**config.mk**
```make
export PLATFORM = sky130hd
export DESIGN_NAME = mqc_dec_flat
export DESIGN_NICKNAME = d
export VERILOG_FILES = /design/src/mqc_pkg.sv /design/src/mqc_link_if.sv /design/src/mqc_dec.sv /design/src/flat_wrapper.sv
export SDC_FILE = /design/constraint.sdc
export NUM_CORES = 1
export LEC_CHECK = 0
export BUFFER_PORTS_ARGS = -buffer_cell sky130_fd_sc_hd__clkbuf_2
export CORE_AREA = 10 10 137 139
export CTS_BUF_LIST = sky130_fd_sc_hd__clkbuf_4
export CTS_CLUSTER_DIAMETER = 60
export DETAILED_ROUTE_END_ITERATION = 10
export DIE_AREA = 0 0 147 149
export PLACE_DENSITY = 0.65
export SLEW_MARGIN = 20
export SYNTH_ARGS = -nofsm -noshare
export SYNTH_HDL_FRONTEND = slang
export SYNTH_SLANG_ARGS = --single-unit
```
**constraint.sdc**
```tcl
create_clock -name core_clk_i -period 6.6 [get_ports core_clk_i]
set_input_delay 0.33 -clock core_clk_i [delete_from_list [all_inputs] [get_ports core_clk_i]]
set_output_delay 0.33 -clock core_clk_i [all_outputs]
set_load 0.05 [all_outputs]
```
**src/mqc_pkg.sv**
```systemverilog
// Purpose: Shared constants and helpers for the modified quantization coefficient codec
// Assumes: One clock at 200 MHz; link is one bit per accepted cycle, MSB first
// Notes:   Only escape-coded coefficients travel the link; table codewords are external
// Function
// - Mode acts only when picture field enables it
// - Chroma dequantised with chroma step when enabled
// - Chroma step derived from luma by table
// - Deblocking uses chroma step for chroma samples
// - All other quantizer uses take luma step
// - Level 1000 0000 after escape means wide
// - Magnitude above 127 sent as wide escape
// - Wide field is level rotated right five
// - Reconstructed magnitude must stay below 4096
// - Escapes must not encode table codeword combinations
// - Wide escape only when step below eight
// - Wide level must lie outside plus/minus 127
package mqc_pkg;

  localparam int         STEP_W      = 5;
  localparam int         RUN_W       = 6;
  localparam int         LVL_W       = 12;
  localparam int         REC_W       = 17;
  localparam int         FIX_LEN     = 22;
  localparam int         WIDE_LEN    = 11;
  localparam int         FRAME_W     = 33;
  localparam logic [6:0] ESC_CODE    = 7'h03;
  localparam logic [7:0] WIDE_MARK   = 8'h80;
  localparam logic [7:0] LVL_ZERO    = 8'h00;
  localparam int         ROT_RIGHT   = 5;
  localparam logic [LVL_W-1:0] LVL_LIM = 12'h07F;
  localparam logic [REC_W-1:0] REC_LIM = 17'h01000;
  localparam logic [STEP_W-1:0] WIDE_STEP_LIM = 5'h08;

  // Chroma step from luma step
  function automatic logic [STEP_W-1:0] chroma_step_f(input logic [STEP_W-1:0] q);
    logic [STEP_W-1:0] c;
    c = q;
    if (q <= 5'h06) begin
      c = q;
    end else if (q <= 5'h09) begin
      c = q - 5'h01;
    end else if (q <= 5'h0B) begin
      c = 5'h09;
    end else if (q <= 5'h0D) begin
      c = 5'h0A;
    end else if (q <= 5'h0F) begin
      c = 5'h0B;
    end else if (q <= 5'h12) begin
      c = 5'h0C;
    end else if (q <= 5'h15) begin
      c = 5'h0D;
    end else if (q <= 5'h1A) begin
      c = 5'h0E;
    end else begin
      c = 5'h0F;
    end
    return c;
  endfunction : chroma_step_f

  // Magnitude of a level
  function automatic logic [LVL_W-1:0] abs_f(input logic signed [LVL_W-1:0] l);
    logic [LVL_W-1:0] a;
    a = l[LVL_W-1] ? LVL_W'(-l) : LVL_W'(l);
    return a;
  endfunction : abs_f

  // Reconstruction magnitude: odd step q(2|L|+1), even step one less
  function automatic logic [REC_W-1:0] recon_mag_f(input logic [STEP_W-1:0] q,
                                                   input logic [LVL_W-1:0] a);
    logic [REC_W-1:0] r;
    r = REC_W'(q) * REC_W'({a, 1'b1});
    if (a == 12'h000) begin
      r = 17'h00000;
    end else if (!q[0]) begin
      r = r - 17'h00001;
    end
    return r;
  endfunction : recon_mag_f

endpackage : mqc_pkg

```
**src/mqc_link_if.sv**
```systemverilog
// Purpose: Serial coded bitstream link between encoder end and decoder end
// Assumes: Both ends on the same clock
// Notes:   A bit moves on each cycle with valid and ready both high
`timescale 1ns/1ps
`default_nettype none
interface mqc_link_if;
  logic bit_d;
  logic valid;
  logic ready;

  modport enc (output bit_d, output valid, input ready);
  modport dec (input bit_d, input valid, output ready);
endinterface : mqc_link_if
`default_nettype wire

```
**src/mqc_dec.sv**
```systemverilog
// Purpose: Decoder end; parses escaped coefficients and checks mode restrictions
// Assumes: Table lookup answers the query combinationally in the check cycle
// Notes:   Every parsed coefficient is reported, with error flags alongside
`timescale 1ns/1ps
`default_nettype none
module mqc_dec (
  // Clock and reset
  input  wire logic                       core_clk_i,
  input  wire logic                       nrst_i,
  // Picture and block state
  input  wire logic                       mode_en_i,
  input  wire logic                       deblock_en_i,
  input  wire logic                       chroma_i,
  input  wire logic [mqc_pkg::STEP_W-1:0] luma_step_i,
  // Table lookup query
  output logic                            lut_query_o,
  output logic                            lut_last_o,
  output logic [mqc_pkg::RUN_W-1:0]       lut_run_o,
  output logic [mqc_pkg::LVL_W-1:0]       lut_level_o,
  input  wire logic                       lut_hit_i,
  // Coefficient result
  output logic                            coef_valid_o,
  output logic                            coef_last_o,
  output logic [mqc_pkg::RUN_W-1:0]       coef_run_o,
  output logic [mqc_pkg::LVL_W-1:0]       coef_level_o,
  output logic                            coef_wide_o,
  output logic [mqc_pkg::REC_W-1:0]       coef_rec_mag_o,
  output logic [mqc_pkg::STEP_W-1:0]      coef_step_o,
  // Error flags, valid with coef_valid_o
  output logic                            err_syntax_o,
  output logic                            err_table_o,
  output logic                            err_range_o,
  output logic                            err_wide_step_o,
  output logic                            err_wide_small_o,
  // Steps for other consumers
  output logic [mqc_pkg::STEP_W-1:0]      deblock_luma_step_o,
  output logic [mqc_pkg::STEP_W-1:0]      deblock_chroma_step_o,
  output logic [mqc_pkg::STEP_W-1:0]      general_step_o,
  // Link
  mqc_link_if.dec                         link
);
  import mqc_pkg::*;

  typedef enum logic [2:0] {
    DEC_FIX  = 3'b001,
    DEC_WIDE = 3'b010,
    DEC_CHK  = 3'b100
  } mqc_dec_state_e;

  mqc_dec_state_e     state_r, state_nxt;
  logic [FRAME_W-1:0] sh_r, sh_nxt;
  logic [5:0]         cnt_r, cnt_nxt;
  logic               last_r, last_nxt;
  logic [RUN_W-1:0]   run_r, run_nxt;
  logic [LVL_W-1:0]   lvl_r, lvl_nxt;
  logic               wide_r, wide_nxt;
  logic               synerr_r, synerr_nxt;

  logic               o_valid_r, o_valid_nxt;
  logic               o_last_r, o_last_nxt;
  logic [RUN_W-1:0]   o_run_r, o_run_nxt;
  logic [LVL_W-1:0]   o_lvl_r, o_lvl_nxt;
  logic               o_wide_r, o_wide_nxt;
  logic [REC_W-1:0]   o_rec_r, o_rec_nxt;
  logic [STEP_W-1:0]  o_step_r, o_step_nxt;
  logic               e_syn_r, e_syn_nxt;
  logic               e_tab_r, e_tab_nxt;
  logic               e_rng_r, e_rng_nxt;
  logic               e_wst_r, e_wst_nxt;
  logic               e_wsm_r, e_wsm_nxt;

  logic [STEP_W-1:0]  dbl_step_r, dbl_step_nxt;
  logic [STEP_W-1:0]  dbc_step_r, dbc_step_nxt;
  logic [STEP_W-1:0]  gen_step_r, gen_step_nxt;

  logic               take;
  logic [10:0]        wfield;
  logic [10:0]        wlevel;
  logic [STEP_W-1:0]  chroma_step;
  logic [STEP_W-1:0]  coef_step;
  logic [LVL_W-1:0]   mag;
  logic [REC_W-1:0]   reconstructed_magnitude;

  always_comb begin
    take        = link.valid && ((state_r == DEC_FIX) || (state_r == DEC_WIDE));
    sh_nxt      = take ? {sh_r[FRAME_W-2:0], link.bit_d} : sh_r;
    wfield      = sh_nxt[10:0];
    wlevel      = {wfield[5:0], wfield[10:6]};
    chroma_step = chroma_step_f(luma_step_i);
    coef_step   = (mode_en_i && chroma_i) ? chroma_step : luma_step_i;
    mag         = abs_f(lvl_r);
    reconstructed_magnitude         = recon_mag_f(coef_step, mag);
  end

  // Parser
  always_comb begin
    state_nxt  = state_r;
    cnt_nxt    = cnt_r;
    last_nxt   = last_r;
    run_nxt    = run_r;
    lvl_nxt    = lvl_r;
    wide_nxt   = wide_r;
    synerr_nxt = synerr_r;
    case (state_r)
      DEC_FIX: begin
        if (take) begin
          cnt_nxt = cnt_r + 6'h01;
          if (cnt_r == 6'(FIX_LEN - 1)) begin
            cnt_nxt    = 6'h00;
            last_nxt   = sh_nxt[14];
            run_nxt    = sh_nxt[13:8];
            lvl_nxt    = {{4{sh_nxt[7]}}, sh_nxt[7:0]};
            wide_nxt   = 1'b0;
            synerr_nxt = (sh_nxt[21:15] != ESC_CODE) || (sh_nxt[7:0] == LVL_ZERO);
            if ((sh_nxt[7:0] == WIDE_MARK) && mode_en_i) begin
              wide_nxt  = 1'b1;
              state_nxt = DEC_WIDE;
            end else begin
              if (sh_nxt[7:0] == WIDE_MARK) begin
                synerr_nxt = 1'b1;
              end
              state_nxt = DEC_CHK;
            end
          end
        end
      end
      DEC_WIDE: begin
        if (take) begin
          cnt_nxt = cnt_r + 6'h01;
          if (cnt_r == 6'(WIDE_LEN - 1)) begin
            cnt_nxt   = 6'h00;
            lvl_nxt   = {{1{wlevel[10]}}, wlevel};
            state_nxt = DEC_CHK;
          end
        end
      end
      DEC_CHK: begin
        state_nxt = DEC_FIX;
      end
      default: begin
        state_nxt = DEC_FIX;
        cnt_nxt   = 6'h00;
      end
    endcase
  end

  // Checks and results
  always_comb begin
    o_valid_nxt  = 1'b0;
    o_last_nxt   = o_last_r;
    o_run_nxt    = o_run_r;
    o_lvl_nxt    = o_lvl_r;
    o_wide_nxt   = o_wide_r;
    o_rec_nxt    = o_rec_r;
    o_step_nxt   = o_step_r;
    e_syn_nxt    = e_syn_r;
    e_tab_nxt    = e_tab_r;
    e_rng_nxt    = e_rng_r;
    e_wst_nxt    = e_wst_r;
    e_wsm_nxt    = e_wsm_r;
    dbl_step_nxt = luma_step_i;
    dbc_step_nxt = (mode_en_i && deblock_en_i) ? chroma_step : luma_step_i;
    gen_step_nxt = luma_step_i;
    if (state_r == DEC_CHK) begin
      o_valid_nxt = 1'b1;
      o_last_nxt  = last_r;
      o_run_nxt   = run_r;
      o_lvl_nxt   = lvl_r;
      o_wide_nxt  = wide_r;
      o_rec_nxt   = reconstructed_magnitude;
      o_step_nxt  = coef_step;
      e_syn_nxt   = synerr_r;
      e_tab_nxt   = lut_hit_i;
      e_rng_nxt   = mode_en_i && (reconstructed_magnitude >= REC_LIM);
      e_wst_nxt   = wide_r && (coef_step >= WIDE_STEP_LIM);
      e_wsm_nxt   = wide_r && (mag <= LVL_LIM);
    end
  end

  always_ff @(posedge core_clk_i) begin
    if (!nrst_i) begin
      state_r    <= DEC_FIX;
      sh_r       <= '0;
      cnt_r      <= 6'h00;
      last_r     <= 1'b0;
      run_r      <= '0;
      lvl_r      <= '0;
      wide_r     <= 1'b0;
      synerr_r   <= 1'b0;
      o_valid_r  <= 1'b0;
      o_last_r   <= 1'b0;
      o_run_r    <= '0;
      o_lvl_r    <= '0;
      o_wide_r   <= 1'b0;
      o_rec_r    <= '0;
      o_step_r   <= '0;
      e_syn_r    <= 1'b0;
      e_tab_r    <= 1'b0;
      e_rng_r    <= 1'b0;
      e_wst_r    <= 1'b0;
      e_wsm_r    <= 1'b0;
      dbl_step_r <= '0;
      dbc_step_r <= '0;
      gen_step_r <= '0;
    end else begin
      state_r    <= state_nxt;
      sh_r       <= sh_nxt;
      cnt_r      <= cnt_nxt;
      last_r     <= last_nxt;
      run_r      <= run_nxt;
      lvl_r      <= lvl_nxt;
      wide_r     <= wide_nxt;
      synerr_r   <= synerr_nxt;
      o_valid_r  <= o_valid_nxt;
      o_last_r   <= o_last_nxt;
      o_run_r    <= o_run_nxt;
      o_lvl_r    <= o_lvl_nxt;
      o_wide_r   <= o_wide_nxt;
      o_rec_r    <= o_rec_nxt;
      o_step_r   <= o_step_nxt;
      e_syn_r    <= e_syn_nxt;
      e_tab_r    <= e_tab_nxt;
      e_rng_r    <= e_rng_nxt;
      e_wst_r    <= e_wst_nxt;
      e_wsm_r    <= e_wsm_nxt;
      dbl_step_r <= dbl_step_nxt;
      dbc_step_r <= dbc_step_nxt;
      gen_step_r <= gen_step_nxt;
    end
  end

  // Link accepts while collecting bits
  assign link.ready            = (state_r == DEC_FIX) || (state_r == DEC_WIDE);
  assign lut_query_o           = (state_r == DEC_CHK);
  assign lut_last_o            = last_r;
  assign lut_run_o             = run_r;
  assign lut_level_o           = lvl_r;
  assign coef_valid_o          = o_valid_r;
  assign coef_last_o           = o_last_r;
  assign coef_run_o            = o_run_r;
  assign coef_level_o          = o_lvl_r;
  assign coef_wide_o           = o_wide_r;
  assign coef_rec_mag_o        = o_rec_r;
  assign coef_step_o           = o_step_r;
  assign err_syntax_o          = e_syn_r;
  assign err_table_o           = e_tab_r;
  assign err_range_o           = e_rng_r;
  assign err_wide_step_o       = e_wst_r;
  assign err_wide_small_o      = e_wsm_r;
  assign deblock_luma_step_o   = dbl_step_r;
  assign deblock_chroma_step_o = dbc_step_r;
  assign general_step_o        = gen_step_r;

endmodule : mqc_dec
`default_nettype wire

```
**src/flat_wrapper.sv**
```systemverilog
// flat-port wrapper written by rule: the top's interface ports become plain ports
module mqc_dec_flat import mqc_pkg::*;
  (core_clk_i, nrst_i, mode_en_i, deblock_en_i, chroma_i, luma_step_i, lut_query_o, lut_last_o, lut_run_o, lut_level_o, lut_hit_i, coef_valid_o, coef_last_o, coef_run_o, coef_level_o, coef_wide_o, coef_rec_mag_o, coef_step_o, err_syntax_o, err_table_o, err_range_o, err_wide_step_o, err_wide_small_o, deblock_luma_step_o, deblock_chroma_step_o, general_step_o, link_bit_d, link_valid, link_ready);
  mqc_link_if link_i ();
  input  wire logic core_clk_i;
  input  wire logic nrst_i;
  input  wire logic mode_en_i;
  input  wire logic deblock_en_i;
  input  wire logic chroma_i;
  input  wire logic [mqc_pkg::STEP_W-1:0] luma_step_i;
  output logic lut_query_o;
  output logic lut_last_o;
  output logic [mqc_pkg::RUN_W-1:0] lut_run_o;
  output logic [mqc_pkg::LVL_W-1:0] lut_level_o;
  input  wire logic lut_hit_i;
  output logic coef_valid_o;
  output logic coef_last_o;
  output logic [mqc_pkg::RUN_W-1:0] coef_run_o;
  output logic [mqc_pkg::LVL_W-1:0] coef_level_o;
  output logic coef_wide_o;
  output logic [mqc_pkg::REC_W-1:0] coef_rec_mag_o;
  output logic [mqc_pkg::STEP_W-1:0] coef_step_o;
  output logic err_syntax_o;
  output logic err_table_o;
  output logic err_range_o;
  output logic err_wide_step_o;
  output logic err_wide_small_o;
  output logic [mqc_pkg::STEP_W-1:0] deblock_luma_step_o;
  output logic [mqc_pkg::STEP_W-1:0] deblock_chroma_step_o;
  output logic [mqc_pkg::STEP_W-1:0] general_step_o;
  input wire logic [$bits(link_i.bit_d)-1:0] link_bit_d;
  input wire logic [$bits(link_i.valid)-1:0] link_valid;
  output wire logic [$bits(link_i.ready)-1:0] link_ready;
  assign link_i.bit_d = link_bit_d;
  assign link_i.valid = link_valid;
  assign link_ready = link_i.ready;
  mqc_dec u_core (.core_clk_i(core_clk_i), .nrst_i(nrst_i), .mode_en_i(mode_en_i), .deblock_en_i(deblock_en_i), .chroma_i(chroma_i), .luma_step_i(luma_step_i), .lut_query_o(lut_query_o), .lut_last_o(lut_last_o), .lut_run_o(lut_run_o), .lut_level_o(lut_level_o), .lut_hit_i(lut_hit_i), .coef_valid_o(coef_valid_o), .coef_last_o(coef_last_o), .coef_run_o(coef_run_o), .coef_level_o(coef_level_o), .coef_wide_o(coef_wide_o), .coef_rec_mag_o(coef_rec_mag_o), .coef_step_o(coef_step_o), .err_syntax_o(err_syntax_o), .err_table_o(err_table_o), .err_range_o(err_range_o), .err_wide_step_o(err_wide_step_o), .err_wide_small_o(err_wide_small_o), .deblock_luma_step_o(deblock_luma_step_o), .deblock_chroma_step_o(deblock_chroma_step_o), .general_step_o(general_step_o), .link(link_i));
endmodule
```
# Yosys cells after proc, flatten, opt, wreduce, memory -nomap -nowiden
# Index checks and enable logic that the tools add are counted.
[op_classes] shift=0 div=0 n_reduce_logical=16 eq_ne=11 n_lt_le_gt_ge=11 bitwise=1 mux=34 mul=1 addsub=4
[ops] cell="$mux W12" count=5
[ops] cell="$mux W5" count=9
[ops] cell="$mux W17" count=2
[ops] cell="$mux W6" count=4
[ops] cell="$pmux W12 S2" count=1
[ops] cell="$mux W22" count=1
[ops] cell="$le A5 B4 Y1 const B" count=4
[ops] cell="$pmux W6 S3" count=1
[ops] cell="$ge A17 B13 Y1 const B" count=1
[ops] cell="$mul A5 B13 Y17" count=1
[ops] cell="$sub A17 B1 Y17 const B" count=1
[ops] cell="$le A5 B5 Y1 const B" count=3
[ops] cell="$mux W3" count=5
[ops] cell="$le A12 B7 Y1 const B" count=1
[ops] cell="$logic_not A12 Y1" count=1
[ops] cell="$neg A12 Y12" count=1
[ops] cell="$eq A8 B8 Y1 const B" count=1
[ops] cell="$logic_not A8 Y1" count=1
[ops] cell="$ne A2 B1 Y1 const B" count=4
[ops] cell="$logic_and A1 B1 Y1" count=7
[ops] cell="$ne A7 B2 Y1 const B" count=1
[ops] cell="$add A6 B1 Y6 const B" count=1
[ops] cell="$eq A6 B4 Y1 const B" count=1
[ops] cell="$eq A6 B5 Y1 const B" count=1
[ops] cell="other kinds (14)" count=20
[word_totals] n_memories=0 word_cells=100 out_inout_bits=84 romBits=0 latchBits=0 ram_bits=0 reg_bits=110

# Logic depth before layout (Yosys ltp)
# Gate-level depths: netlist of run 1.
[depth] ltp_word=16 depth_mapped=29 depth_no_buf=26

# Worst setup path after synthesis of run 1
# OpenSTA, ideal clock, no wires.
[synth_path] path_kind="input to register" from="input luma_step_i[1] (netlist bit)" to="register u_core.e_rng_r (netlist: u_core.err_range_o)" path_buffers=3 setup_slack_ns=0.447 arrival_time_ns=6.029 cell_stages=28 cell_sequence="buf_2 inv_1 ha_1 o21ba_1 o21ai_0 nand2_1 o21ai_0 a22o_1 a221oi_1 o21a_1 clkbuf_1 nor2_1 fa_1 fa_1 inv_1 fa_1 inv_1 ha_1 buf_6 o211a_1 nor3_4 a211oi_1 a221o_1 or4_4 nor4_4 xnor2_1 nor4_1 a21oi_1"
[synth_via] elab_chain_cells=16 word_cells_on_any_way=24 cone_classes="add/sub: 2; mul: 1; order compare: 9; mux: 11; reduce/logical: 1"
[synth_rtl] item="from (decl)" line="flat_wrapper.sv:10" rtl="input wire logic [mqc_pkg::STEP_W-1:0] luma_step_i;"
[synth_rtl] item="$le A5 B5 Y1" line="mqc_pkg.sv:52" rtl="end else if (q <= 5'h1A) begin"
[synth_rtl] item="$mux W1" line="mqc_pkg.sv:52"
[synth_rtl] item="$mux W5" line="mqc_pkg.sv:50" rtl="end else if (q <= 5'h15) begin"
[synth_rtl] item="$mux W5" line="mqc_pkg.sv:48" rtl="end else if (q <= 5'h12) begin"
[synth_rtl] item="$mux W5" line="mqc_pkg.sv:46" rtl="end else if (q <= 5'h0F) begin"
[synth_rtl] item="$mux W5" line="mqc_pkg.sv:44" rtl="end else if (q <= 5'h0D) begin"
[synth_rtl] item="$mux W5" line="mqc_pkg.sv:42" rtl="end else if (q <= 5'h0B) begin"
[synth_rtl] item="$mux W5" line="mqc_pkg.sv:40" rtl="end else if (q <= 5'h09) begin"
[synth_rtl] item="$mux W5" line="mqc_pkg.sv:38" rtl="if (q <= 5'h06) begin"
[synth_rtl] item="$mux W5 *" line="mqc_dec.sv:90" rtl="coef_step = (mode_en_i && chroma_i) ? chroma_step : luma_step_i;"
[synth_rtl] item="$mul A5 B13 Y17" line="mqc_pkg.sv:71" rtl="r = REC_W'(q) * REC_W'({a, 1'b1});"
[synth_rtl] item="$sub A17 B1 Y17" line="mqc_pkg.sv:75" rtl="r = r - 17'h00001;"
[synth_rtl] item="$mux W17 *" line="mqc_pkg.sv:74" rtl="end else if (!q[0]) begin"
[synth_rtl] item="$mux W17 *" line="mqc_pkg.sv:72" rtl="if (a == 12'h000) begin"
[synth_rtl] item="$ge A17 B13 Y1 *" line="mqc_dec.sv:174" rtl="e_rng_nxt = mode_en_i && (reconstructed_magnitude >= REC_LIM);"
[synth_rtl] item="$logic_and A1 B1 Y1 *" line="mqc_dec.sv:174"
[synth_rtl] item="to (signal assigned)" line="mqc_dec.sv:223" rtl="e_rng_r <= e_rng_nxt;"
[synth_rtl] item="to (decl)" line="mqc_dec.sv:68" rtl="logic e_rng_r, e_rng_nxt;"
# Mark *: on every way between the ends. The rest lies on a longest branch, timed or not.
# A chain may end at the register's enable or synchronous reset.

# Worst setup path in the final report of run 1
[layout_path] from="input luma_step_i[0] (netlist bit)" to="register u_core.o_rec_r[12] (netlist: u_core.coef_rec_mag_o[12])"
[layout_via] elab_chain_cells=14 word_cells_on_any_way=22 cone_classes="add/sub: 2; mul: 1; order compare: 8; mux: 11"
[layout_rtl] item="$le A5 B5 Y1" line="mqc_pkg.sv:52"
[layout_rtl] item="$mux W1" line="mqc_pkg.sv:52"
[layout_rtl] item="$mux W5" line="mqc_pkg.sv:50"
[layout_rtl] item="$mux W5" line="mqc_pkg.sv:48"
[layout_rtl] item="$mux W5" line="mqc_pkg.sv:46"
[layout_rtl] item="$mux W5" line="mqc_pkg.sv:44"
[layout_rtl] item="$mux W5" line="mqc_pkg.sv:42"
[layout_rtl] item="$mux W5" line="mqc_pkg.sv:40"
[layout_rtl] item="$mux W5" line="mqc_pkg.sv:38"
[layout_rtl] item="$mux W5 *" line="mqc_dec.sv:90"
[layout_rtl] item="$mul A5 B13 Y17" line="mqc_pkg.sv:71"
[layout_rtl] item="$sub A17 B1 Y17" line="mqc_pkg.sv:75"
[layout_rtl] item="$mux W17 *" line="mqc_pkg.sv:74"
[layout_rtl] item="$mux W17 *" line="mqc_pkg.sv:72"
[layout_rtl] item="to (signal assigned)" line="mqc_dec.sv:219" rtl="o_rec_r <= o_rec_nxt;"
[layout_rtl] item="to (decl)" line="mqc_dec.sv:64" rtl="logic [REC_W-1:0] o_rec_r, o_rec_nxt;"
# Marked as above.

==> summary.md, run 1 <==
| Metric | Value |
|---|---|
| Fmax | `168.9 MHz` |
| Largest net degree at the start of global routing | `72` |
| Leakage Power | `3.661 nW` |
| Final min period | `between 5000 and 6000 ps` |
| CTS tree | `built` |
| I/O Pins | `97` |
| Slowest-stage cell, CP | `fa_1` |
| Final Routed Wirelength | `17.34 mm` |
| Hold Path Sink | `u_core.err_table_o` |
| Top FF cell, synth | `dfxtp_1` |
| Die ar. | `between 20000 and 25000 µm²` |
| Final ANT Viol Nets | `0` |
| Post-Place Cell Area | `7945 µm²` |
| Sw Ratio | `0.3062` |
| Sequential Power Share | `0.576` |
| Hold depth | `3` |
| Die Width | `~150 µm` |
| CTS Sinks | `108` |
| Vias in the first global route | `5832` |
| Sum Neg Setup Slack | `0 ps` |
| CP Capture Type | `register` |
| Clock power frac | `0.306` |
| Internal | `0.7981 mW` |
| Cells after Synth | `863` |
| Die height | `149 µm` |
| Worst endpoint data arrival time | `between 6000 and 7000 ps` |
| P per Cell Area | `roughly 140 nW/µm²` |
| Max-slew headroom | `0.3994` |
| FILL cells | `1571` |
| Unrepaired setup endpoints after global routing | `no` |
| Overflow after GRT | `0` |
| CP peak stage delay | `540 ps` |
| Delay-heaviest family, CP | `adder cells` |
| DRC viols | `0` |
| Reg2reg end | `u_core.err_range_o` |
| Hold_buf cts | `0` |
| Mapped Avg Cell Area | `8.403 µm²` |
| Syn Std Cell Area | `7252 µm²` |
| Net Switching | `approximately 0.35 mW` |
| WL/cell | `14.85 µm` |
| First-pass detailed-route iteration total | `4` |
| Total GRT Usage | `0.1591` |
| Htree depth | `3` |
| Async set-or-reset flop fraction in the synthesized netlist | `0` |
| Proportion of layout cells with a drive suffix above 1 | `0.1628` |
| CP required | `7050 ps` |
| Hpwl dp | `13.49 mm` |
| Status | `completed` |
| Max-slew violation count | `0` |
| #FFs+latches synth | `108` |
| Crit Path Class | `primary input to register` |
| Nets | `1021` |
| Clock latency on the worst-skew pair | `between 500 and 600 ps` |
| Area growth syn-to-layout | `11.84%` |
| Core Util, Final | `0.5015` |
| Starting Density | `0.4484` |
| FF-to-FF Start | `u_core.lut_level_o[1]` |
| Netlist cell types | `75` |
| Routability-driven placement congestion ratio | `0.8645` |
| Setup violators final | `0` |
| Post-synth EDFFs | `0` |
| Core Region | `16170 µm²` |
| CTS Buffer Depth | `2` |
| First-pass GRT wire length | `29.34 mm` |
| Yosys warning count | `0` |
| Class of the worst hold path | `primary input to register` |
| R2R cell count | `22` |
| Clock transition at path regs | `170 ps` |
| Register area share after synthesis | `0.2981` |
| DR iter-0 viols | `372` |
| Combinational share of power | `0.118` |
| Largest fanout on the critical path | `10` |
| Hold_sp | `lut_hit_i` |
| Final instance area | `8110 µm²` |
| Count of input and output buffers | `96` |
| Worst-Margin Slew | `900.9 ps` |
| Initial antenna violation count | `1` |
| Worst vdd ir | `roughly 81 µV` |
| Routed vias | `6078` |
| Internal reg-to-reg setup slack | `680 ps` |
| Max cap viols | `0` |
| Endpoints failing hold | `0` |
| # rows | `47` |
| Crit-path most repeated cell | `fa_1` |
| Startpoint Class | `primary input` |
| Post-DR vias/cell | `5.208` |
| Post_cts resized | `0` |
| Critical path buffers and inverters | `3` |
| Num CTS Buffers | `9` |
| Post-CTS Setup Bufs | `0` |
| Fin crit share | `0.8970` |
| CTS Root Cell | `clkbuf_4` |
| Clk_skew | `just over 40 ps` |
[area by class of cell]
class / count / area, µm² / share of cell area
clock buffers: 9 / 67.56 / 0.008331
repair buffers: 117 / 638.1 / 0.07868
flip-flops and latches: 108 / 2162 / 0.2666
inverters: 63 / 236.5 / 0.02916
multi-input cells: 642 / 4639 / 0.5720
clock inverters: 7 / 88.84 / 0.01095
well taps: 220 / 275.3 / 0.03394
diodes: 1 / 2.502 / 0.0003085
[worst register-to-register path: cells and delay by family (launching register included)]
family | cells | cell delay [ps]
buf+inv | 3 | 220
compound gates | 3 | 530
xor+xnor | 2 | 560
simple gates | 9 | 1970
flops | 1 | 430
fa+ha+maj | 5 | 2080
[flip-flops by register name, summed over array words and instances (netlist names)]
register,count
u_core.err_wide_step_o,1
u_core.coef_rec_mag_o,17
u_core.deblock_luma_step_o,5
u_core.wide_r,1
u_core.deblock_chroma_step_o,5
u_core.coef_valid_o,1
u_core.cnt_r,6
u_core.coef_level_o,11
u_core.coef_run_o,6
u_core.state_r,3
u_core.lut_run_o,6
u_core.err_table_o,1
u_core.err_range_o,1
u_core.coef_step_o,5
u_core.synerr_r,1
u_core.lut_last_o,1
u_core.sh_r,22
u_core.coef_last_o,1
u_core.err_wide_small_o,1
u_core.err_syntax_o,1
u_core.lut_level_o,11
u_core.coef_wide_o,1
[cell families (layout without fill, tap and decap cells)]
group,after synthesis,in the layout,share of synthesized area
buffers and inverters,115,196,0.06487
AND/OR/NAND/NOR,340,340,0.2374
AO/OA/AOI/OAI,163,163,0.1624
flip-flops,108,108,0.2981
adder cells (fa/ha/maj),67,67,0.1487
multiplexers,27,27,0.03796
other,2,5,0.001036
XOR/XNOR,41,41,0.04952
[cells in the final DEF (no fill, tap or decap), types with 3 or more instances in the layout]
master    count
nand2_1     122
dfxtp_1     108
clkbuf_2     96
inv_1        61
nor2_1       61
nor2b_1      45
a21boi_0     37
ha_1         35
fa_1         32
a21oi_1      25
xor2_1       24
mux2i_1      23
o21ai_0      22
nand3_1      22
and2_1       21
buf_4        21
xnor2_1      17
a22oi_1      15
nand2b_1     12
o211a_1      12
nor3_1       11
clkbuf_4      9
nand4_1       7
or3_1         6
o211ai_1      6
nand3b_1      5
o21a_1        5
nor4_1        5
a211oi_1      4
conb_1        4
or2_2         3
and3_1        3
a31oi_1       3
o21bai_1      3
o21ai_1       3
clkinv_8      3
[per-stage QoR]
stage               hold slack (ps)  std cells  power (mW)  worst slack, ps
floorplan                     437.8        865      0.7769            447.2
global placement              451.1       1150      0.8112            285.5
detailed placement            453.5       1150      0.8107            184.3
CTS                           6.624       1166       1.162            640.4
global route                  35.83       1167       1.199            201.2
finish                        28.38       1167       1.150            679.9
[per-layer routing]
metal / track usage / part of all wire / up-vias
met5: 0 / 0 / -
met4: 0.04609 / 0.012 / 0
met3: 0.03580 / 0.056 / 14
met2: 0.2412 / 0.43 / 142
met1: 0.2216 / 0.50 / 2858
li1: - / - / 3064
[how the worst max path moves through the flow]
stage                               start                        end  cells after the start
floorplan                  luma_step_i[1]         u_core.err_range_o                     28
global placement           luma_step_i[0]  u_core.coef_rec_mag_o[12]                     25
global route               luma_step_i[0]         u_core.err_range_o                     25
CTS                 u_core.lut_level_o[1]         u_core.err_range_o                     22
finish                     luma_step_i[0]  u_core.coef_rec_mag_o[12]                     25
detailed placement         luma_step_i[0]  u_core.coef_rec_mag_o[12]                     25
[cells in the mapped netlist, types with 4 or more instances]
master | instances | area, µm²
a211oi_1 | 4 | 30.03
a21boi_0 | 37 | 277.8
a21oi_1 | 25 | 125.1
a22oi_1 | 15 | 112.6
and2_1 | 21 | 131.4
buf_2 | 4 | 20.02
buf_4 | 7 | 52.55
clkbuf_1 | 40 | 150.1
dfxtp_1 | 108 | 2162
fa_1 | 32 | 640.6
ha_1 | 35 | 437.9
inv_1 | 61 | 229.0
mux2i_1 | 23 | 230.2
nand2_1 | 122 | 457.9
nand2b_1 | 12 | 75.07
nand3_1 | 22 | 110.1
nand3b_1 | 5 | 37.54
nand4_1 | 7 | 43.79
nor2_1 | 61 | 229.0
nor2b_1 | 45 | 281.5
nor3_1 | 12 | 60.06
nor4_1 | 5 | 31.28
o211a_1 | 12 | 120.1
o211ai_1 | 6 | 45.04
o21a_1 | 5 | 37.54
o21ai_0 | 22 | 110.1
or3_1 | 7 | 43.79
xnor2_1 | 17 | 148.9
xor2_1 | 24 | 210.2
[power by group through the flow]
| stage | clock network, mW | logic, mW | registers, mW |
|---|---|---|---|
| 2_1_floorplan | 0 | 0.0888 | 0.688 |
| 3_3_place_gp | 0 | 0.136 | 0.675 |
| 3_5_place_dp | 0 | 0.135 | 0.676 |
| 4_1_cts | 0.364 | 0.136 | 0.662 |
| 5_1_grt | 0.386 | 0.149 | 0.663 |
| 6_report | 0.352 | 0.136 | 0.662 |
No activity file was read; power rests on OpenSTA's default activity.
==> run 2, diff against run 1 <==
- ABC_AREA: not set -> 1
- CORE_AREA: 10 10 137 139 -> 10 10 136 138
- DIE_AREA: 0 0 147 149 -> 0 0 146 148
==> run 2 against run 1 <==
  * Sequential share of layout area is 0.64 points higher
  * First-iteration DRC count is 5.9% higher
  * Maximum frequency is 3.1% higher
  * Power is 0.74% lower
  * Synthesized cell count is 18% higher
  * Critical path depth is 3 higher
  * Hold slack better by 41 ps
  * Combinational power is 11% higher
  * Critical endpoint is now u_core.err_range_o
==> summary.md, run 2 <==
| Metric | Value |
|---|---|
| Cells after Synth | `1015 (+18%)` |
| Clock transition at path regs | `170 ps (about the same)` |
| Max cap viols | `0 (unchanged)` |
| P per Cell Area | `144.1 nW/µm² (+1.6%)` |
| Top FF cell, synth | `dfxtp_1` |
| DRC viols | `0 (unchanged)` |
| First-pass GRT wire length | `30.80 mm (+5.0%)` |
| CP required | `6940 ps (-110 ps)` |
| Die height | `148 µm (-0.67%)` |
| Num CTS Buffers | `9 (unchanged)` |
| Commonest non-fill, non-tap cell in the layout | `nand2_1` |
| Largest family of logic cells by synthesized area | `simple AND/OR/NAND/NOR gates` |
| Worst endpoint data arrival time | `6080 ps (-290 ps)` |
| Crit-path most repeated cell | `nand2_1` |
| Count leader, synth | `nand2_1` |
| Dpl cells | `1295 (+13%)` |
| Post_cts resized | `0 (unchanged)` |
| Storage cell area | `2162 µm² (unchanged)` |
| Max-slew violation count | `0 (unchanged)` |
| Yosys warning count | `0 (unchanged)` |
| Largest register by flop count | `u_core.sh_r` |
| # rows | `46 (-2.1%)` |
| Post-Place Cell Area | `7787 µm² (-2.0%)` |
| Netlist cell types | `43 (-43%)` |
| XOR/XNOR Fraction of Synth Area | `0.02776 (-0.02175)` |
| #FFs+latches synth | `108 (unchanged)` |
| Unrepaired setup endpoints after global routing | `no` |
| DR iter-0 viols | `394 (+5.9%)` |
| Hold_buf cts | `0 (unchanged)` |
| Adder-cell share of the synthesized area | `0.1505 (+0.001792)` |
| CTS Buffer Depth | `2 (unchanged)` |
| Leading cell types by total area after synthesis | `dfxtp_1, nand2_1, fa_1` |
| Compound-cell area share of the yosys netlist | `0.1301 (-0.03227)` |
| Area growth syn-to-layout | `10.55%` |
| Hold depth | `3 (unchanged)` |
| Multi-input logic area | `4228 µm² (-8.9%)` |
| Crit Path Class | `register to register` |
| Worst-Margin Slew | `937.9 ps (+37.07 ps)` |
| Vias in the first global route | `6191 (+6.2%)` |
| Routability-driven placement congestion ratio | `0.9127 (+5.6%)` |
| Async set-or-reset flop fraction in the synthesized netlist | `0 (unchanged)` |
| CP Capture Type | `register` |
| Nets | `1170 (+15%)` |
| Count of input and output buffers | `96 (unchanged)` |
| Final Routed Wirelength | `18.38 mm (+6.0%)` |
| Commonest cells after routing, fill and taps aside | `nand2_1, inv_1, nor2_1, dfxtp_1, clkbuf_2` |
| Post-synth EDFFs | `0 (unchanged)` |
| Post-DR vias/cell | `4.966 (-4.6%)` |
| Clk_skew | `16.66 ps (-24.52 ps)` |
| Initial antenna violation count | `1 (unchanged)` |
| Simple-gate share of the synthesized area | `0.2610 (+0.02364)` |
| First-pass detailed-route iteration total | `5 (+1)` |
| FILL cells | `1620 (+3.1%)` |
| CTS tree | `built` |
| Routed vias | `6516 (+7.2%)` |
| Syn Std Cell Area | `7166 µm² (-1.2%)` |
| Startpoint Class | `register` |
| WL/cell | `14.01 µm (-5.7%)` |
| Mux cell area share after synthesis | `0.01676 (-0.02119)` |
| Final min period | `5741 ps (-178.7 ps)` |
| Max-slew headroom | `0.3738 (-0.02562)` |
| Proportion of layout cells with a drive suffix above 1 | `0.1534 (-0.009366)` |
| Clock latency on the worst-skew pair | `490 ps (-40 ps)` |
| Leakage Power | `3.993 nW (+9.1%)` |
| Yosys top cell area share | `0.3017 (+0.003592)` |
| Die ar. | `21610 µm² (-1.3%)` |
| Slowest-stage cell, CP | `fa_1` |
| Layout Cells excl Fill | `1312 (+12%)` |
| Worst vdd ir | `106.4 µV (+31%)` |
| Die Width | `146 µm (-0.68%)` |
| Hpwl dp | `14.30 mm (+6.0%)` |
| Core Region | `15710 µm² (-2.8%)` |
| Total GRT Usage | `0.1708 (+0.01169)` |
| Post-CTS Setup Bufs | `0 (unchanged)` |
| Fmax | `174.2 MHz (+3.1%)` |
| Overflow after GRT | `0 (unchanged)` |
| R2R cell count | `28 (+27%)` |
| Fin crit share | `0.8699 (-0.02708)` |
| Register area share after synthesis | `0.3017 (+0.003592)` |
| Endpoints failing hold | `0 (unchanged)` |
| Starting Density | `0.4560 (+0.007611)` |
| Mapped Avg Cell Area | `7.060 µm² (-16%)` |
| Status | `completed` |
| Largest fanout on the critical path | `7 (-3)` |
| Class of the worst hold path | `primary input to register` |
| Setup violators final | `0 (unchanged)` |
| I/O Pins | `97 (unchanged)` |
| Htree depth | `3 (unchanged)` |
| Largest register FFs | `22 (unchanged)` |
| CTS Root Cell | `clkbuf_4` |
| CP peak stage delay | `550 ps (about the same)` |
| Final instance area | `7921 µm² (-2.3%)` |
| CTS Sinks | `108 (unchanged)` |
| Core Util, Final | `0.5041 (+0.002632)` |
| Final ANT Viol Nets | `0 (unchanged)` |
| Final hold slack | `69.28 ps (+40.90 ps)` |
| Sum Neg Setup Slack | `0 ps (unchanged)` |
| Largest net degree at the start of global routing | `58 (-19%)` |
| Most frequent cells after synthesis | `nand2_1, inv_1, nor2_1` |
| Synth area leader | `dfxtp_1` |
-- run 2: power breakdown --
part           switching, mW  total, mW  internal (mW)
sequential           0.00405      0.666          0.662
combinational          0.109      0.151         0.0420
clock                  0.241      0.325         0.0838
total                  0.354       1.14          0.788
-- run 2: final cells by class --
cell class,count,share of cell area
Clock inverter,7,0.007740
Sequential cell,108,0.2729
Timing Repair Buffer,101,0.06539
Antenna cell,1,0.0003159
Inverter,163,0.07724
Clock buffer,9,0.008529
Tap cell,216,0.03412
Multi-Input combinational cell,707,0.5337
-- run 2: critical path: cells and delay by family, from the launching register on --
kind,cells,cell delay (ps)
xor gates and xnor gates,2,390
adders and majority gates,5,2140
AOI/OAI and AO/OA,2,190
and+or+nand+nor,14,1830
DFF,1,500
buffers and inverters,5,550
-- run 2: final timing paths --
| path | from | endpoint | slack, ps |
|---|---|---|---|
| worst max-delay path | u_core.lut_level_o[0] | u_core.err_range_o | 860 |
| worst min-delay path | lut_hit_i | u_core.err_table_o | 70 |
| worst max register to register | u_core.lut_level_o[0] | u_core.err_range_o | 860 |
| worst min register to register | u_core.coef_rec_mag_o[8] | u_core.coef_rec_mag_o[8] | 480 |
-- run 2: kinds of logic after synthesis --
family / after synthesis
adder cells (fa/ha/maj): 67
AND/OR/NAND/NOR: 436
flip-flops: 108
XOR/XNOR: 21
other: 2
AO/OA/AOI/OAI: 167
multiplexers: 12
buffers and inverters: 202
-- run 2: routing by layer --
| metal | routed length, µm | vias up | global-route usage |
|---|---|---|---|
| met5 | 0 | - | 0 |
| met4 | 297 | 0 | 0.05205 |
| met3 | 782 | 18 | 0.03022 |
| met2 | 9178 | 129 | 0.2991 |
| met1 | 8117 | 3002 | 0.2090 |
| li1 | - | 3367 | - |
-- run 2: through the flow --
step / setup WS, ps / total power, mW
after floorplan: 1232 / 0.7948
after global placement: 701.1 / 0.8305
after detailed placement: 650.4 / 0.8309
after CTS: 920.7 / 1.159
after global routing: 408.4 / 1.199
final: 858.6 / 1.142
==> run 3, diff against run 2 <==
- clock period: 6.6 -> 5.7 ns (I/O delays scaled with it)
==> run 3 against run 2 <==
  * Count of clock-buffer cells in the layout stayed put
  * Register-to-register slack worse by 440 ps
  * Sequential share of layout area is 0.57 points lower
  * Maximum frequency is 8.8% higher
  * Highest routed layer unchanged
==> summary.md, run 3 (synthesized netlist as in run 2, its figures left out) <==
| Metric | Value |
|---|---|
| Slowest-stage cell, CP | `fa_1` |
| Startpoint Class | `register` |
| DRC viols | `0 (unchanged)` |
| Clock power frac | `0.264 (-0.020)` |
| Total GRT Usage | `0.1706 (-0.0002152)` |
| Initial antenna violation count | `0 (-1)` |
| Proportion of layout cells with a drive suffix above 1 | `0.1855 (+0.03206)` |
| Sw Ratio | `0.2994 (-0.01071)` |
| FILL cells | `1604 (-0.99%)` |
| Fmax | `189.4 MHz (+8.8%)` |
| Diode count | `0 (-1)` |
| Die height | `148 µm (unchanged)` |
| Endpoints failing hold | `0 (unchanged)` |
| Largest register FFs | `22 (unchanged)` |
| Largest register by flop count | `u_core.sh_r` |
| Fin crit share | `0.9261 (+0.05619)` |
| Dpl cells | `1316 (+1.6%)` |
| Largest net degree at the start of global routing | `58 (unchanged)` |
| Final ANT Viol Nets | `0 (unchanged)` |
| Multi-input logic area | `4280 µm² (+1.2%)` |
| Class of the worst hold path | `primary input to register` |
| Starting Density | `0.4560 (unchanged)` |
| Hold_buf cts | `0 (unchanged)` |
| CTS Buffer Depth | `2 (unchanged)` |
| Commonest non-fill, non-tap cell in the layout | `nand2_1` |
| Critical path startpoint | `u_core.lut_level_o[0]` |
| Nets | `1192 (+1.9%)` |
| Final Routed Wirelength | `18.32 mm (-0.32%)` |
| # rows | `46 (unchanged)` |
| Die Width | `146 µm (unchanged)` |
| Post-DR vias/cell | `4.934 (-0.65%)` |
| CP Capture Type | `register` |
| Htree depth | `3 (unchanged)` |
| Reg2reg end | `u_core.err_range_o` |
| Crit-path most repeated cell | `nand2_1` |
| Internal | `0.9088 mW (+15%)` |
| Total Power | `1.297 mW (+14%)` |
| Internal reg-to-reg setup slack | `420 ps (-440 ps)` |
| CP required | `6010 ps (-930 ps)` |
| Final min period | `5279 ps (-462.6 ps)` |
| Clock latency on the worst-skew pair | `470 ps (-20 ps)` |
| Area growth syn-to-layout | `13.38%` |
| Num CTS Buffers | `9 (unchanged)` |
| Hold depth | `3 (unchanged)` |
| Max-slew violation count | `0 (unchanged)` |
| FF-to-FF Start | `u_core.lut_level_o[0]` |
| Worst endpoint data arrival time | `5590 ps (-490 ps)` |
| CTS tree | `built` |
| First-pass GRT wire length | `31.09 mm (+0.94%)` |
| Die ar. | `21610 µm² (unchanged)` |
| Hold Path Sink | `u_core.err_table_o` |
| Hold_sp | `lut_hit_i` |
| Overflow after GRT | `0 (unchanged)` |
| Count of input and output buffers | `96 (unchanged)` |
| Storage cell area | `2171 µm² (+0.41%)` |
| Clk_skew | `19.84 ps (+3.181 ps)` |
| R2R cell count | `29 (+3.6%)` |
| DR iter-0 viols | `312 (-21%)` |
| Largest fanout on the critical path | `6 (-1)` |
| WL/cell | `13.75 µm (-1.8%)` |
| I/O Pins | `97 (unchanged)` |
| Vias in the first global route | `6393 (+3.3%)` |
| Worst vdd ir | `141.6 µV (+33%)` |
| Leakage Power | `4.089 nW (+2.4%)` |
| Net Switching | `0.3884 mW (+9.7%)` |
| CTS Sinks | `108 (unchanged)` |
| Routed vias | `6572 (+0.86%)` |
| CTS Root Cell | `clkbuf_4` |
| Max cap viols | `0 (unchanged)` |
| Crit Path Class | `register to register` |
| Routability-driven placement congestion ratio | `0.9085 (-0.46%)` |
| Combinational share of power | `0.142 (+0.010)` |
| First-pass detailed-route iteration total | `5 (unchanged)` |
| Hpwl dp | `14.42 mm (+0.88%)` |
| Sequential Power Share | `0.594 (+0.011)` |
| Core Util, Final | `0.5170 (+0.01290)` |
| Layout Cells excl Fill | `1332 (+1.5%)` |
| Clock transition at path regs | `160 ps (about the same)` |
| Commonest cells after routing, fill and taps aside | `nand2_1, inv_1, nor2_1, dfxtp_1, clkbuf_2` |
| Worst-Margin Slew | `958.8 ps (+20.89 ps)` |
| Setup violators final | `0 (unchanged)` |
| Core Region | `15710 µm² (unchanged)` |
| CP peak stage delay | `540 ps (about the same)` |
| Status | `completed` |
| P per Cell Area | `159.7 nW/µm² (+11%)` |
| Max-slew headroom | `0.3568 (-0.01697)` |
run 3: changes by cell type in the layout (fill, tap and decap cells not counted), sizes merged:
cell / delta
buf: +22
diode: -1
clkinv: -1
run 3: final cells by class:
cell class	instances	area share
Clock buffer	9	0.008317
Clock inverter	6	0.004928
Inverter	163	0.07531
Multi-Input combinational cell	707	0.5269
Sequential cell	108	0.2672
Tap cell	216	0.03327
Timing Repair Buffer	123	0.08409
run 3: timing repair:
action	in CTS	in global routing
setup endpoints to repair	0	6
gates resized for setup	0	22
buffers inserted	0	1
run 3: per-layer routing:
metal  routed length (µm)  part of all wire  track usage  up-vias
met3                  656             0.036      0.02961       14
met4                  127            0.0069      0.03153        0
met5                    0                 0            0        -
li1                     -                 -            -     3419
met2                 9090              0.50       0.3046      102
met1                 8442              0.46       0.2118     3037
run 3: worst max path at each step:
stage                                endpoint  slack (ps)  depth (start not counted)
global placement           u_core.err_range_o          40                         35
CTS                        u_core.err_range_o         230                         29
floorplan           u_core.coef_rec_mag_o[16]         330                         27
finish                     u_core.err_range_o         420                         29
detailed placement         u_core.err_range_o         -60                         35
global route        u_core.coef_rec_mag_o[15]          -4                         29
run 3: power by group through the flow:
| stage | Combinational, mW | Sequential (mW) | Clock (mW) |
|---|---|---|---|
| 2_1_floorplan | 0.119 | 0.802 | 0 |
| 3_5_place_dp | 0.183 | 0.787 | 0 |
| 4_1_cts | 0.184 | 0.771 | 0.361 |
| 6_report | 0.184 | 0.770 | 0.343 |
| 5_1_grt | 0.205 | 0.771 | 0.382 |
| 3_3_place_gp | 0.184 | 0.787 | 0 |
run 3: through the flow:
step	instance area, µm²	setup slack [ps]	setup TNS (ps)	hold slack, ps
floorplan	7173	332.3	0	378.5
global placement	7945	36.97	0	453.3
detailed placement	7945	-56.93	-145.9	454.4
CTS	8053	231.8	0	1.899
global route	8124	-4.162	-4.162	10.08
finish	8124	421.2	0	53.51
run 3: worst max-delay path: cells and delay by family, from the launching register on:
kind / cells / cell delay [ps]
compound gates: 2 / 190
xor+xnor: 1 / 130
fa+ha+maj: 5 / 2190
buf+inv: 7 / 680
flops: 1 / 420
simple gates: 14 / 1520
